### src/core/eucfg_defs.vh
// constants for the extension unit strap configuration block
`ifndef EUCFG_DEFS_VH
`define EUCFG_DEFS_VH
`define EUCFG_CLK_HZ 20000000
`define EUCFG_FILTER_US 1500
`define EUCFG_FILTER_CYC 21'h0_7530
`define EUCFG_POWERUP_MS 200
`define EUCFG_POWERUP_CYC (`EUCFG_POWERUP_MS * (`EUCFG_CLK_HZ / 1000))
`define EUCFG_WIN_BYTES 16
`define EUCFG_SLOT_BITS 8
`define EUCFG_RANGE0_LO 8'h00
`define EUCFG_RANGE1_LO 8'h10
`define EUCFG_RANGE2_LO 8'h20
`define EUCFG_RANGE3_LO 8'h30
`define EUCFG_RANGE_FULL_SPAN 8'h0F
`define EUCFG_RANGE_SHORT_SPAN 8'h0B
`define EUCFG_RANGE3_HI 8'h3C
`define EUCFG_HUNDREDS 8'h64
`define EUCFG_ROLE_NONE 2'h0
`define EUCFG_ROLE_PRI 2'h1
`define EUCFG_ROLE_SEC 2'h2
`define EUCFG_ROLE_TER 2'h3
`define EUCFG_STS_SPARE0 0
`define EUCFG_STS_SPARE1 1
`define EUCFG_STS_DEFCTL 2
`endif

### src/core/eucfg_sync.v
// two flip-flop synchroniser for a vector of asynchronous strap and pin levels, the interface pulse included
`timescale 1ns/100ps
module eucfg_sync #(
  parameter W = 1
) (
  input wire clk_sys,
  input wire srst,
  input wire [W-1:0] d,
  output reg [W-1:0] q
);
  reg [W-1:0] meta_reg;
  always @(posedge clk_sys) begin
    if (srst) begin
      meta_reg <= {W{1'b1}};
      q <= {W{1'b1}};
    end else begin
      meta_reg <= d;
      q <= meta_reg;
    end
  end
endmodule

### src/core/eucfg_top.v
// strap decoding, slot range match and group interrupt filter
`timescale 1ns/100ps
`include "eucfg_defs.vh"
module eucfg_top #(
  parameter POWERUP_CYC = `EUCFG_POWERUP_CYC
) (
  input wire clk_sys,
  input wire srst,
  input wire reset_release_strap,
  input wire [1:0] unit_number_high_strap,
  input wire [1:0] unit_number_low_strap,
  input wire [1:0] range_extension_strap,
  input wire [1:0] slot_range0_strap,
  input wire [1:0] slot_range1_strap,
  input wire [1:0] slot_range2_strap,
  input wire [1:0] slot_range3_strap,
  input wire [1:0] spare_strap,
  input wire default_control_strap,
  input wire filter_strap,
  input wire [2:0] irq_resp_strap_ch1,
  input wire [2:0] irq_resp_strap_ch2,
  input wire [1:0] zero_substitution_strap,
  input wire [1:0] force_sync_strap,
  input wire [1:0] force_master_strap,
  input wire [1:0] inhibit_sync_strap,
  input wire [1:0] inhibit_master_strap,
  input wire [1:0] master_only_bus_strap,
  input wire [1:0] mismatch_inhibit_strap,
  input wire [1:0] alt_decode_strap,
  input wire [1:0] group_interrupt_line_n,
  input wire interface_clock_pulse,
  input wire [1:0] sync_in,
  input wire [1:0] channel_master_signal_in,
  input wire [1:0] channel_mismatch_fault_in,
  input wire [7:0] slot_addr,
  input wire area_second,
  input wire [5:0] irq_addr,
  input wire substitute_active,
  input wire [7:0] redundant_module_data,
  output reg unit_reset,
  output reg unit_active,
  output reg [1:0] unit_number_ch1,
  output reg [1:0] unit_number_ch2,
  output reg [5:0] reg_window_base,
  output reg reg_window_hit,
  output reg slot_hit,
  output reg [7:0] slot_full_number,
  output reg [4:0] range_strap_status,
  output reg control_taken,
  output reg [2:0] status_straps,
  output reg group_interrupt_out,
  output reg [5:0] irq_resp_ch1,
  output reg [5:0] irq_resp_ch2,
  output reg [2:0] irq_resp_status,
  output reg [7:0] substitute_data,
  output reg zero_substitution_status,
  output reg [1:0] sync_out,
  output reg [1:0] channel_master_signal,
  output reg [1:0] bus_enable,
  output reg [1:0] channel_mismatch_fault,
  output reg [1:0] alt_decode
);
  localparam [20:0] FILT_CYC = `EUCFG_FILTER_CYC;
  localparam [31:0] PWR_CYC = POWERUP_CYC;

  // straps and pins are all asynchronous levels
  wire [32:1] strap_raw;
  wire [32:1] strap_s;
  assign strap_raw = {unit_number_high_strap, unit_number_low_strap,
    range_extension_strap, slot_range0_strap, slot_range1_strap,
    slot_range2_strap, slot_range3_strap, spare_strap,
    default_control_strap, filter_strap, irq_resp_strap_ch1,
    irq_resp_strap_ch2, zero_substitution_strap, force_sync_strap,
    force_master_strap, inhibit_sync_strap};
  eucfg_sync #(.W(32)) u_strap_sync (
    .clk_sys(clk_sys),
    .srst(srst),
    .d(strap_raw),
    .q(strap_s)
  );

  wire [7:0] pin_raw;
  wire [7:0] pin_s;
  assign pin_raw = {reset_release_strap, group_interrupt_line_n,
    interface_clock_pulse, sync_in, channel_master_signal_in};
  eucfg_sync #(.W(8)) u_pin_sync (
    .clk_sys(clk_sys),
    .srst(srst),
    .d(pin_raw),
    .q(pin_s)
  );
  wire [1:0] fault_s;
  eucfg_sync #(.W(2)) u_fault_sync (
    .clk_sys(clk_sys),
    .srst(srst),
    .d(channel_mismatch_fault_in),
    .q(fault_s)
  );

  wire [1:0] s_unh = strap_s[32:31];
  wire [1:0] s_unl = strap_s[30:29];
  wire [1:0] s_range_extension_strap = strap_s[28:27];
  wire [1:0] s_pe0 = strap_s[26:25];
  wire [1:0] s_pe1 = strap_s[24:23];
  wire [1:0] s_pe2 = strap_s[22:21];
  wire [1:0] s_pe3 = strap_s[20:19];
  wire [1:0] s_spare = strap_s[18:17];
  wire s_defctl = strap_s[16];
  wire s_filter = strap_s[15];
  wire [2:0] s_ir1 = strap_s[14:12];
  wire [2:0] s_ir2 = strap_s[11:9];
  wire [1:0] s_zsub = strap_s[8:7];
  wire [1:0] s_fsync = strap_s[6:5];
  wire [1:0] s_fmast = strap_s[4:3];
  wire [1:0] s_isync = strap_s[2:1];
  wire p_release = pin_s[7];
  wire [1:0] p_irq_n = pin_s[6:5];
  wire p_tclk = pin_s[4];
  wire [1:0] p_sync = pin_s[3:2];
  wire [1:0] p_mast = pin_s[1:0];

  // per-channel strap copies kept separate on purpose: a mismatch shows as
  // differing channel behaviour, which is how the cpus detect it
  wire [1:0] s_monly = master_only_bus_strap;
  wire [1:0] s_minh = mismatch_inhibit_strap;
  wire [1:0] s_alt = alt_decode_strap;
  reg [1:0] monly_reg;
  reg [1:0] monly_meta_reg;
  reg [1:0] minh_reg;
  reg [1:0] minh_meta_reg;
  reg [1:0] alt_reg;
  reg [1:0] alt_meta_reg;
  reg [1:0] imast_meta_reg;
  reg [1:0] imast_reg;
  always @(posedge clk_sys) begin
    if (srst) begin
      monly_meta_reg <= 2'h3;
      monly_reg <= 2'h3;
      minh_meta_reg <= 2'h3;
      minh_reg <= 2'h3;
      alt_meta_reg <= 2'h3;
      alt_reg <= 2'h3;
      imast_meta_reg <= 2'h3;
      imast_reg <= 2'h3;
    end else begin
      monly_meta_reg <= s_monly;
      monly_reg <= monly_meta_reg;
      minh_meta_reg <= s_minh;
      minh_reg <= minh_meta_reg;
      alt_meta_reg <= s_alt;
      alt_reg <= alt_meta_reg;
      imast_meta_reg <= inhibit_master_strap;
      imast_reg <= imast_meta_reg;
    end
  end

  // power-up hold: reset stays while the release strap is open
  reg [31:0] pwr_cnt_reg;
  wire held = srst | p_release;
  always @(posedge clk_sys) begin
    if (held) begin
      pwr_cnt_reg <= 32'h0000_0000;
      unit_reset <= 1'b1;
      unit_active <= 1'b0;
    end else if (pwr_cnt_reg < PWR_CYC - 32'h0000_0001) begin
      pwr_cnt_reg <= pwr_cnt_reg + 32'h0000_0001;
      unit_reset <= 1'b1;
      unit_active <= 1'b0;
    end else begin
      unit_reset <= 1'b0;
      unit_active <= 1'b1;
    end
  end
  wire run = unit_active;

  // static configuration decode
  wire [1:0] num1 = {s_unh[0], s_unl[0]};
  wire [1:0] num2 = {s_unh[1], s_unl[1]};
  wire [7:0] span = s_range_extension_strap[0] ? `EUCFG_RANGE_SHORT_SPAN : `EUCFG_RANGE_FULL_SPAN;
  wire [7:0] hund = area_second ? `EUCFG_HUNDREDS : 8'h00;
  wire [7:0] rel = slot_addr - hund;
  wire in_area = area_second ? (slot_addr >= `EUCFG_HUNDREDS) : (slot_addr < `EUCFG_HUNDREDS);
  reg hit_c;
  always @* begin
    hit_c = 1'b0;
    if (!in_area) begin
      hit_c = 1'b0;
    end else if (!s_pe0[0] && rel >= `EUCFG_RANGE0_LO && rel <= `EUCFG_RANGE0_LO + span) begin
      hit_c = 1'b1;
    end else if (!s_pe1[0] && rel >= `EUCFG_RANGE1_LO && rel <= `EUCFG_RANGE1_LO + span) begin
      hit_c = 1'b1;
    end else if (!s_pe2[0] && rel >= `EUCFG_RANGE2_LO && rel <= `EUCFG_RANGE2_LO + span) begin
      hit_c = 1'b1;
    end else if (!s_pe3[0] && rel >= `EUCFG_RANGE3_LO && rel <= `EUCFG_RANGE3_HI) begin
      hit_c = 1'b1;
    end
  end

  // responsibility roles: {g2,g1,g0} two bits each
  function [5:0] eucfg_roles;
    input [2:0] st;
    reg [2:0] t;
    begin
      t = ~st;
      case (t)
        3'b001: eucfg_roles = {`EUCFG_ROLE_TER, `EUCFG_ROLE_SEC, `EUCFG_ROLE_PRI};
        3'b010: eucfg_roles = {`EUCFG_ROLE_SEC, `EUCFG_ROLE_PRI, `EUCFG_ROLE_TER};
        3'b100: eucfg_roles = {`EUCFG_ROLE_PRI, `EUCFG_ROLE_TER, `EUCFG_ROLE_SEC};
        3'b011: eucfg_roles = {`EUCFG_ROLE_SEC, `EUCFG_ROLE_PRI, `EUCFG_ROLE_PRI};
        3'b101: eucfg_roles = {`EUCFG_ROLE_PRI, `EUCFG_ROLE_SEC, `EUCFG_ROLE_PRI};
        3'b110: eucfg_roles = {`EUCFG_ROLE_PRI, `EUCFG_ROLE_PRI, `EUCFG_ROLE_SEC};
        3'b111: eucfg_roles = {`EUCFG_ROLE_PRI, `EUCFG_ROLE_PRI, `EUCFG_ROLE_PRI};
        default: eucfg_roles = 6'h00;
      endcase
    end
  endfunction

  reg control_reg;
  always @(posedge clk_sys) begin
    if (!run) begin
      unit_number_ch1 <= 2'h0;
      unit_number_ch2 <= 2'h0;
      reg_window_base <= 6'h00;
      reg_window_hit <= 1'b0;
      slot_hit <= 1'b0;
      slot_full_number <= 8'h00;
      range_strap_status <= 5'h00;
      status_straps <= 3'h0;
      irq_resp_ch1 <= 6'h00;
      irq_resp_ch2 <= 6'h00;
      irq_resp_status <= 3'h0;
      zero_substitution_status <= 1'b0;
      substitute_data <= 8'h00;
      control_reg <= 1'b0;
      control_taken <= 1'b0;
    end else begin
      unit_number_ch1 <= num1;
      unit_number_ch2 <= num2;
      reg_window_base <= {num1, 4'h0};
      reg_window_hit <= (irq_addr[5:4] == num1);
      slot_hit <= hit_c;
      slot_full_number <= rel;
      range_strap_status <= ~{s_range_extension_strap[0], s_pe3[0], s_pe2[0], s_pe1[0], s_pe0[0]};
      status_straps[`EUCFG_STS_SPARE0] <= s_spare[0];
      status_straps[`EUCFG_STS_SPARE1] <= s_spare[1];
      status_straps[`EUCFG_STS_DEFCTL] <= s_defctl;
      irq_resp_ch1 <= eucfg_roles(s_ir1);
      irq_resp_ch2 <= eucfg_roles(s_ir2);
      irq_resp_status <= ~s_ir1;
      zero_substitution_status <= ~s_zsub[0];
      if (substitute_active) begin
        substitute_data <= s_zsub[0] ? 8'h00 : redundant_module_data;
      end
      // control decided once when the unit leaves reset
      if (!control_reg) begin
        control_reg <= 1'b1;
        control_taken <= s_defctl;
      end
    end
  end

  // group interrupt: sampled on interface pulse, then optional filter
  reg tclk_d_reg;
  reg irq_sync_reg;
  reg [20:0] filt_cnt_reg;
  reg filt_busy_reg;
  wire tick = p_tclk & ~tclk_d_reg;
  wire irq_now = ~p_irq_n[0];
  always @(posedge clk_sys) begin
    if (!run) begin
      // track the pulse while held, so release shows no false edge
      tclk_d_reg <= p_tclk;
      irq_sync_reg <= 1'b0;
      filt_cnt_reg <= 21'h00_0000;
      filt_busy_reg <= 1'b0;
      group_interrupt_out <= 1'b0;
    end else begin
      tclk_d_reg <= p_tclk;
      if (tick) begin
        irq_sync_reg <= irq_now;
      end
      if (s_filter) begin
        group_interrupt_out <= irq_sync_reg;
        filt_busy_reg <= 1'b0;
        filt_cnt_reg <= 21'h00_0000;
      end else if (filt_busy_reg) begin
        // the line must stay quiet for a whole window before re-arming,
        // so redundant late edges fold into the first event
        if (irq_sync_reg) begin
          filt_cnt_reg <= 21'h00_0000;
        end else if (filt_cnt_reg >= FILT_CYC - 21'h00_0001) begin
          filt_busy_reg <= 1'b0;
          group_interrupt_out <= 1'b0;
        end else begin
          filt_cnt_reg <= filt_cnt_reg + 21'h00_0001;
        end
      end else if (irq_sync_reg) begin
        if (filt_cnt_reg >= FILT_CYC - 21'h00_0001) begin
          group_interrupt_out <= 1'b1;
          filt_busy_reg <= 1'b1;
          filt_cnt_reg <= 21'h00_0000;
        end else begin
          filt_cnt_reg <= filt_cnt_reg + 21'h00_0001;
        end
      end else begin
        filt_cnt_reg <= 21'h00_0000;
      end
    end
  end

  // service overrides, all straps open in normal use; the bus gate follows
  // the overridden master so a forced master still reaches the adapter
  wire [1:0] mast_eff = (p_mast | ~s_fmast) & imast_reg;
  always @(posedge clk_sys) begin
    if (!run) begin
      sync_out <= 2'h0;
      channel_master_signal <= 2'h0;
      bus_enable <= 2'h0;
      channel_mismatch_fault <= 2'h0;
      alt_decode <= 2'h0;
    end else begin
      sync_out <= (p_sync | ~s_fsync) & s_isync;
      channel_master_signal <= mast_eff;
      bus_enable <= monly_reg | mast_eff;
      channel_mismatch_fault <= fault_s & minh_reg;
      alt_decode <= ~alt_reg;
    end
  end
endmodule

### config.mk
export PLATFORM = sky130hd
export DESIGN_NAME = eucfg_top
export DESIGN_NICKNAME = d
export VERILOG_FILES = /design/src/core/eucfg_sync.v /design/src/core/eucfg_top.v
export VERILOG_INCLUDE_DIRS = /design/src /design/src/core
export SDC_FILE = /design/constraint.sdc
export NUM_CORES = 1
export LEC_CHECK = 0
export ABC_CLOCK_PERIOD_IN_PS = 3300
export BUFFER_PORTS_ARGS = -buffer_cell sky130_fd_sc_hd__buf_4
export CAP_MARGIN = 20
export CORE_UTILIZATION = 50
export CTS_CLUSTER_SIZE = 16
export DETAILED_ROUTE_END_ITERATION = 12
export PLACE_DENSITY_LB_ADDON = 0.25
export SYNTH_ARGS = -nofsm -noshare
export SYNTH_HDL_FRONTEND = slang
export SYNTH_SLANG_ARGS = --single-unit
### constraint.sdc
create_clock -name clk_sys -period 3.3 [get_ports clk_sys]
set_input_delay 0.495 -clock clk_sys [delete_from_list [all_inputs] [get_ports clk_sys]]
set_output_delay 0.495 -clock clk_sys [all_outputs]
set_load 0.02 [all_outputs]
==> results.cfg <==
[worst_setup_path]
path_class = reg -> reg
r2r_end = filt_cnt_reg[4]
rrSetupSlack_ps = 1210
end_kind = register
r2r-start = filt_cnt_reg[17]
cp_data_arrival_time_ps = 2450
crit_required_ps = 3660
start_kind = register
crit_fanout = 9
ff2ff_path_depth = 6

[sta]
grt_setup_unrepaired = false
hold_viol_final = 0
fmax_mhz = 479
slew_viol_final = 0
period_share_pct = 63.2
min_period_ps = 2090
worst_pin_slew_ps = 730
finClkSkew_ps = 12.1
fin_setup_tns_ps = 0
finalSetupViolations = 0
max_slew_margin_pct = 51.3

[cells_and_area]
largest_reg_flops = 32
layout-drive-gt1-share_pct = 31.5
nNetsFinal = 881
postLayoutCoreUtil_pct = 65.1
synthToLayoutAreaGrowth_pct = 26.2
n_antenna_cell = 0

[grt]
overflow = 0
antenna_found_initial = 0
globalRouteTotalUtil_pct = 17.5
grt_pass1_wl_um = 20600
grt_max_degree = 89
grt_pass1_vias = 4540

[floorplan]
core_mm2 = 0.0133
dieHeight_um = 119
io_pins = 142
die_w_um = 119
rows = 42
dieArea_mm2 = 0.0142
start_util_pct = 51.6

[logic_synthesis]
syn_area_per_cell_um2 = 10.3
synth.most_common_cell = dfxtp_1
postSynth.asyncResetShare_pct = 0
synth_commonest_cells = dfxtp_1, or2_2, nor2_1
ys_types = 51
yosysSeqAreaShare_pct = 59.0
synth_flop_cell = dfxtp_1
yosys-top-cells-area = dfxtp_1, or2_2, nor2b_1
synth_edf_count = 0
synth_top_area_cell = dfxtp_1
synth.top_cell.area_share_pct = 59.0
yosys_register_bits = 203
synthesis.area_mm2 = 0.00689
synth_cells = 670
yosysWarnings = 0

[clock_network]
cts_resized = 0
root_buffer = clkbuf_16
cts_tree = yes
post_cts_buffers = 0
clockBufferDepth = 3
clk_latency_ps = 470
clock-sinks = 203
cts_hold_buffers = 0
cts_buffers = 21
cts.clk_slew.worst_paths_ps = 60
cts_max_level = 1

[pwr]
p_leak_nw = 3.69
power_density_mw_per_mm2 = 583
p_int_w = 0.00412
switchingPower_w = 0.000949
vdd_ir_drop_max_uv = 357
clkPwrFrac_pct = 47.2
p_comb_share_pct = 3.2
swShare_pct = 18.7
seqPwrFrac_pct = 49.7

[flow_run]
maxCapViolCount = 0

[hold_path]
min_to = u_pin_sync.meta_reg[2]
hp-class = in -> reg
whs_path_depth = 2
hp-start = sync_in[0]

[routing]
dr.pass1.iters = 4
drc = 0
drt-initial-drc-count = 260
wl_per_cell_um = 12.5
num_vias = 4803
viasPerCell = 4.86
final_antenna_net_count = 0
drt-total-wl_um = 12400

[status]
status = finished, final reports clean

[placement]
port_buffers = 126
place_hpwl_um = 8510
place.gp.congestion = 0.829
## cells by family (layout without fill, tap and decap cells)
group / Yosys count / in the layout / share of synthesized area (%)
AO/OA/AOI/OAI: 78 / 78 / 7.38
multiplexers: 4 / 4 / 0.600
XOR/XNOR: 30 / 30 / 3.82
other: 1 / 4 / 0.0545
adder cells (fa/ha/maj): 7 / 7 / 1.27
buffers and inverters: 43 / 182 / 2.69
flip-flops: 203 / 203 / 59.0
AND/OR/NAND/NOR: 304 / 304 / 25.2
## power by group through the flow
stage          Combinational (W)  Clock, W  Sequential (W)
2_1_floorplan          0.0000904         0         0.00256
3_3_place_gp            0.000155         0         0.00257
3_5_place_dp            0.000161         0         0.00257
4_1_cts                 0.000162   0.00245         0.00252
5_1_grt                 0.000178   0.00256         0.00252
6_report                0.000160   0.00239         0.00252
## worst max-delay path by stage
stage	to	startpoint	cells after the start	slack, ps
2_1_floorplan	slot_hit	slot_addr[2]	9	1400
3_3_place_gp	slot_hit	slot_addr[2]	8	1170
3_5_place_dp	slot_hit	slot_addr[2]	8	1140
4_1_cts	filt_cnt_reg[4]	filt_cnt_reg[17]	6	1230
5_1_grt	filt_cnt_reg[8]	filt_cnt_reg[17]	6	1000
6_report	filt_cnt_reg[4]	filt_cnt_reg[17]	6	1210
## placed cells by master (no fill, tap or decap), drive strengths merged, types with 4 or more instances in the layout
cell,instances
nand2,28
o21ai,17
nor3b,5
xor2,20
nor3,11
and2,27
o21a,5
and3,18
or2,87
nor2b,34
conb,4
a21oi,21
buf,131
nand2b,9
a21o,12
inv,15
nand3,22
o2bb2ai,6
dfxtp,203
clkbuf,31
nand4,8
xnor2,10
ha,7
nor2,42
## metrics by stage
stage                     worst slack [ps]  power [W]  instance area, µm²  instances  hold slack [ps]
after floorplan                       1400    0.00265                6900        673              324
after global placement                1170    0.00272                7970        951              357
after detailed placement              1140    0.00273                7970        951              359
after CTS                             1230    0.00513                8690        988              190
after global routing                  1000    0.00525                8690        988              192
final                                 1210    0.00507                8690        988              206
## critical path: stages, from the launching register on
cell,delay (ps)
dfxtp_1,310
or4_1,530
nor3_2,240
o21ai_0,200
o21ai_2,350
o21ai_0,160
a21o_1,200
## metal layers
layer | GRT usage (%) | share of wire (%) | up-vias
met3 | 2.83 | 4.3 | 20
met5 | 0 | 0 | -
met1 | 22.1 | 45 | 2213
met4 | 5.70 | 2.1 | 0
li1 | - | - | 2454
met2 | 30.5 | 49 | 116
## layout make-up
cell class | instances | area [µm²]
inverter | 14 | 52.6
multi-input combinational | 427 | 2650
sequential | 203 | 4070
tap | 176 | 220
timing repair buffer | 131 | 983
clock buffer | 31 | 613
fill | 1060 | 4660
clock inverter | 6 | 109
(Power assumes the default switching activity.)
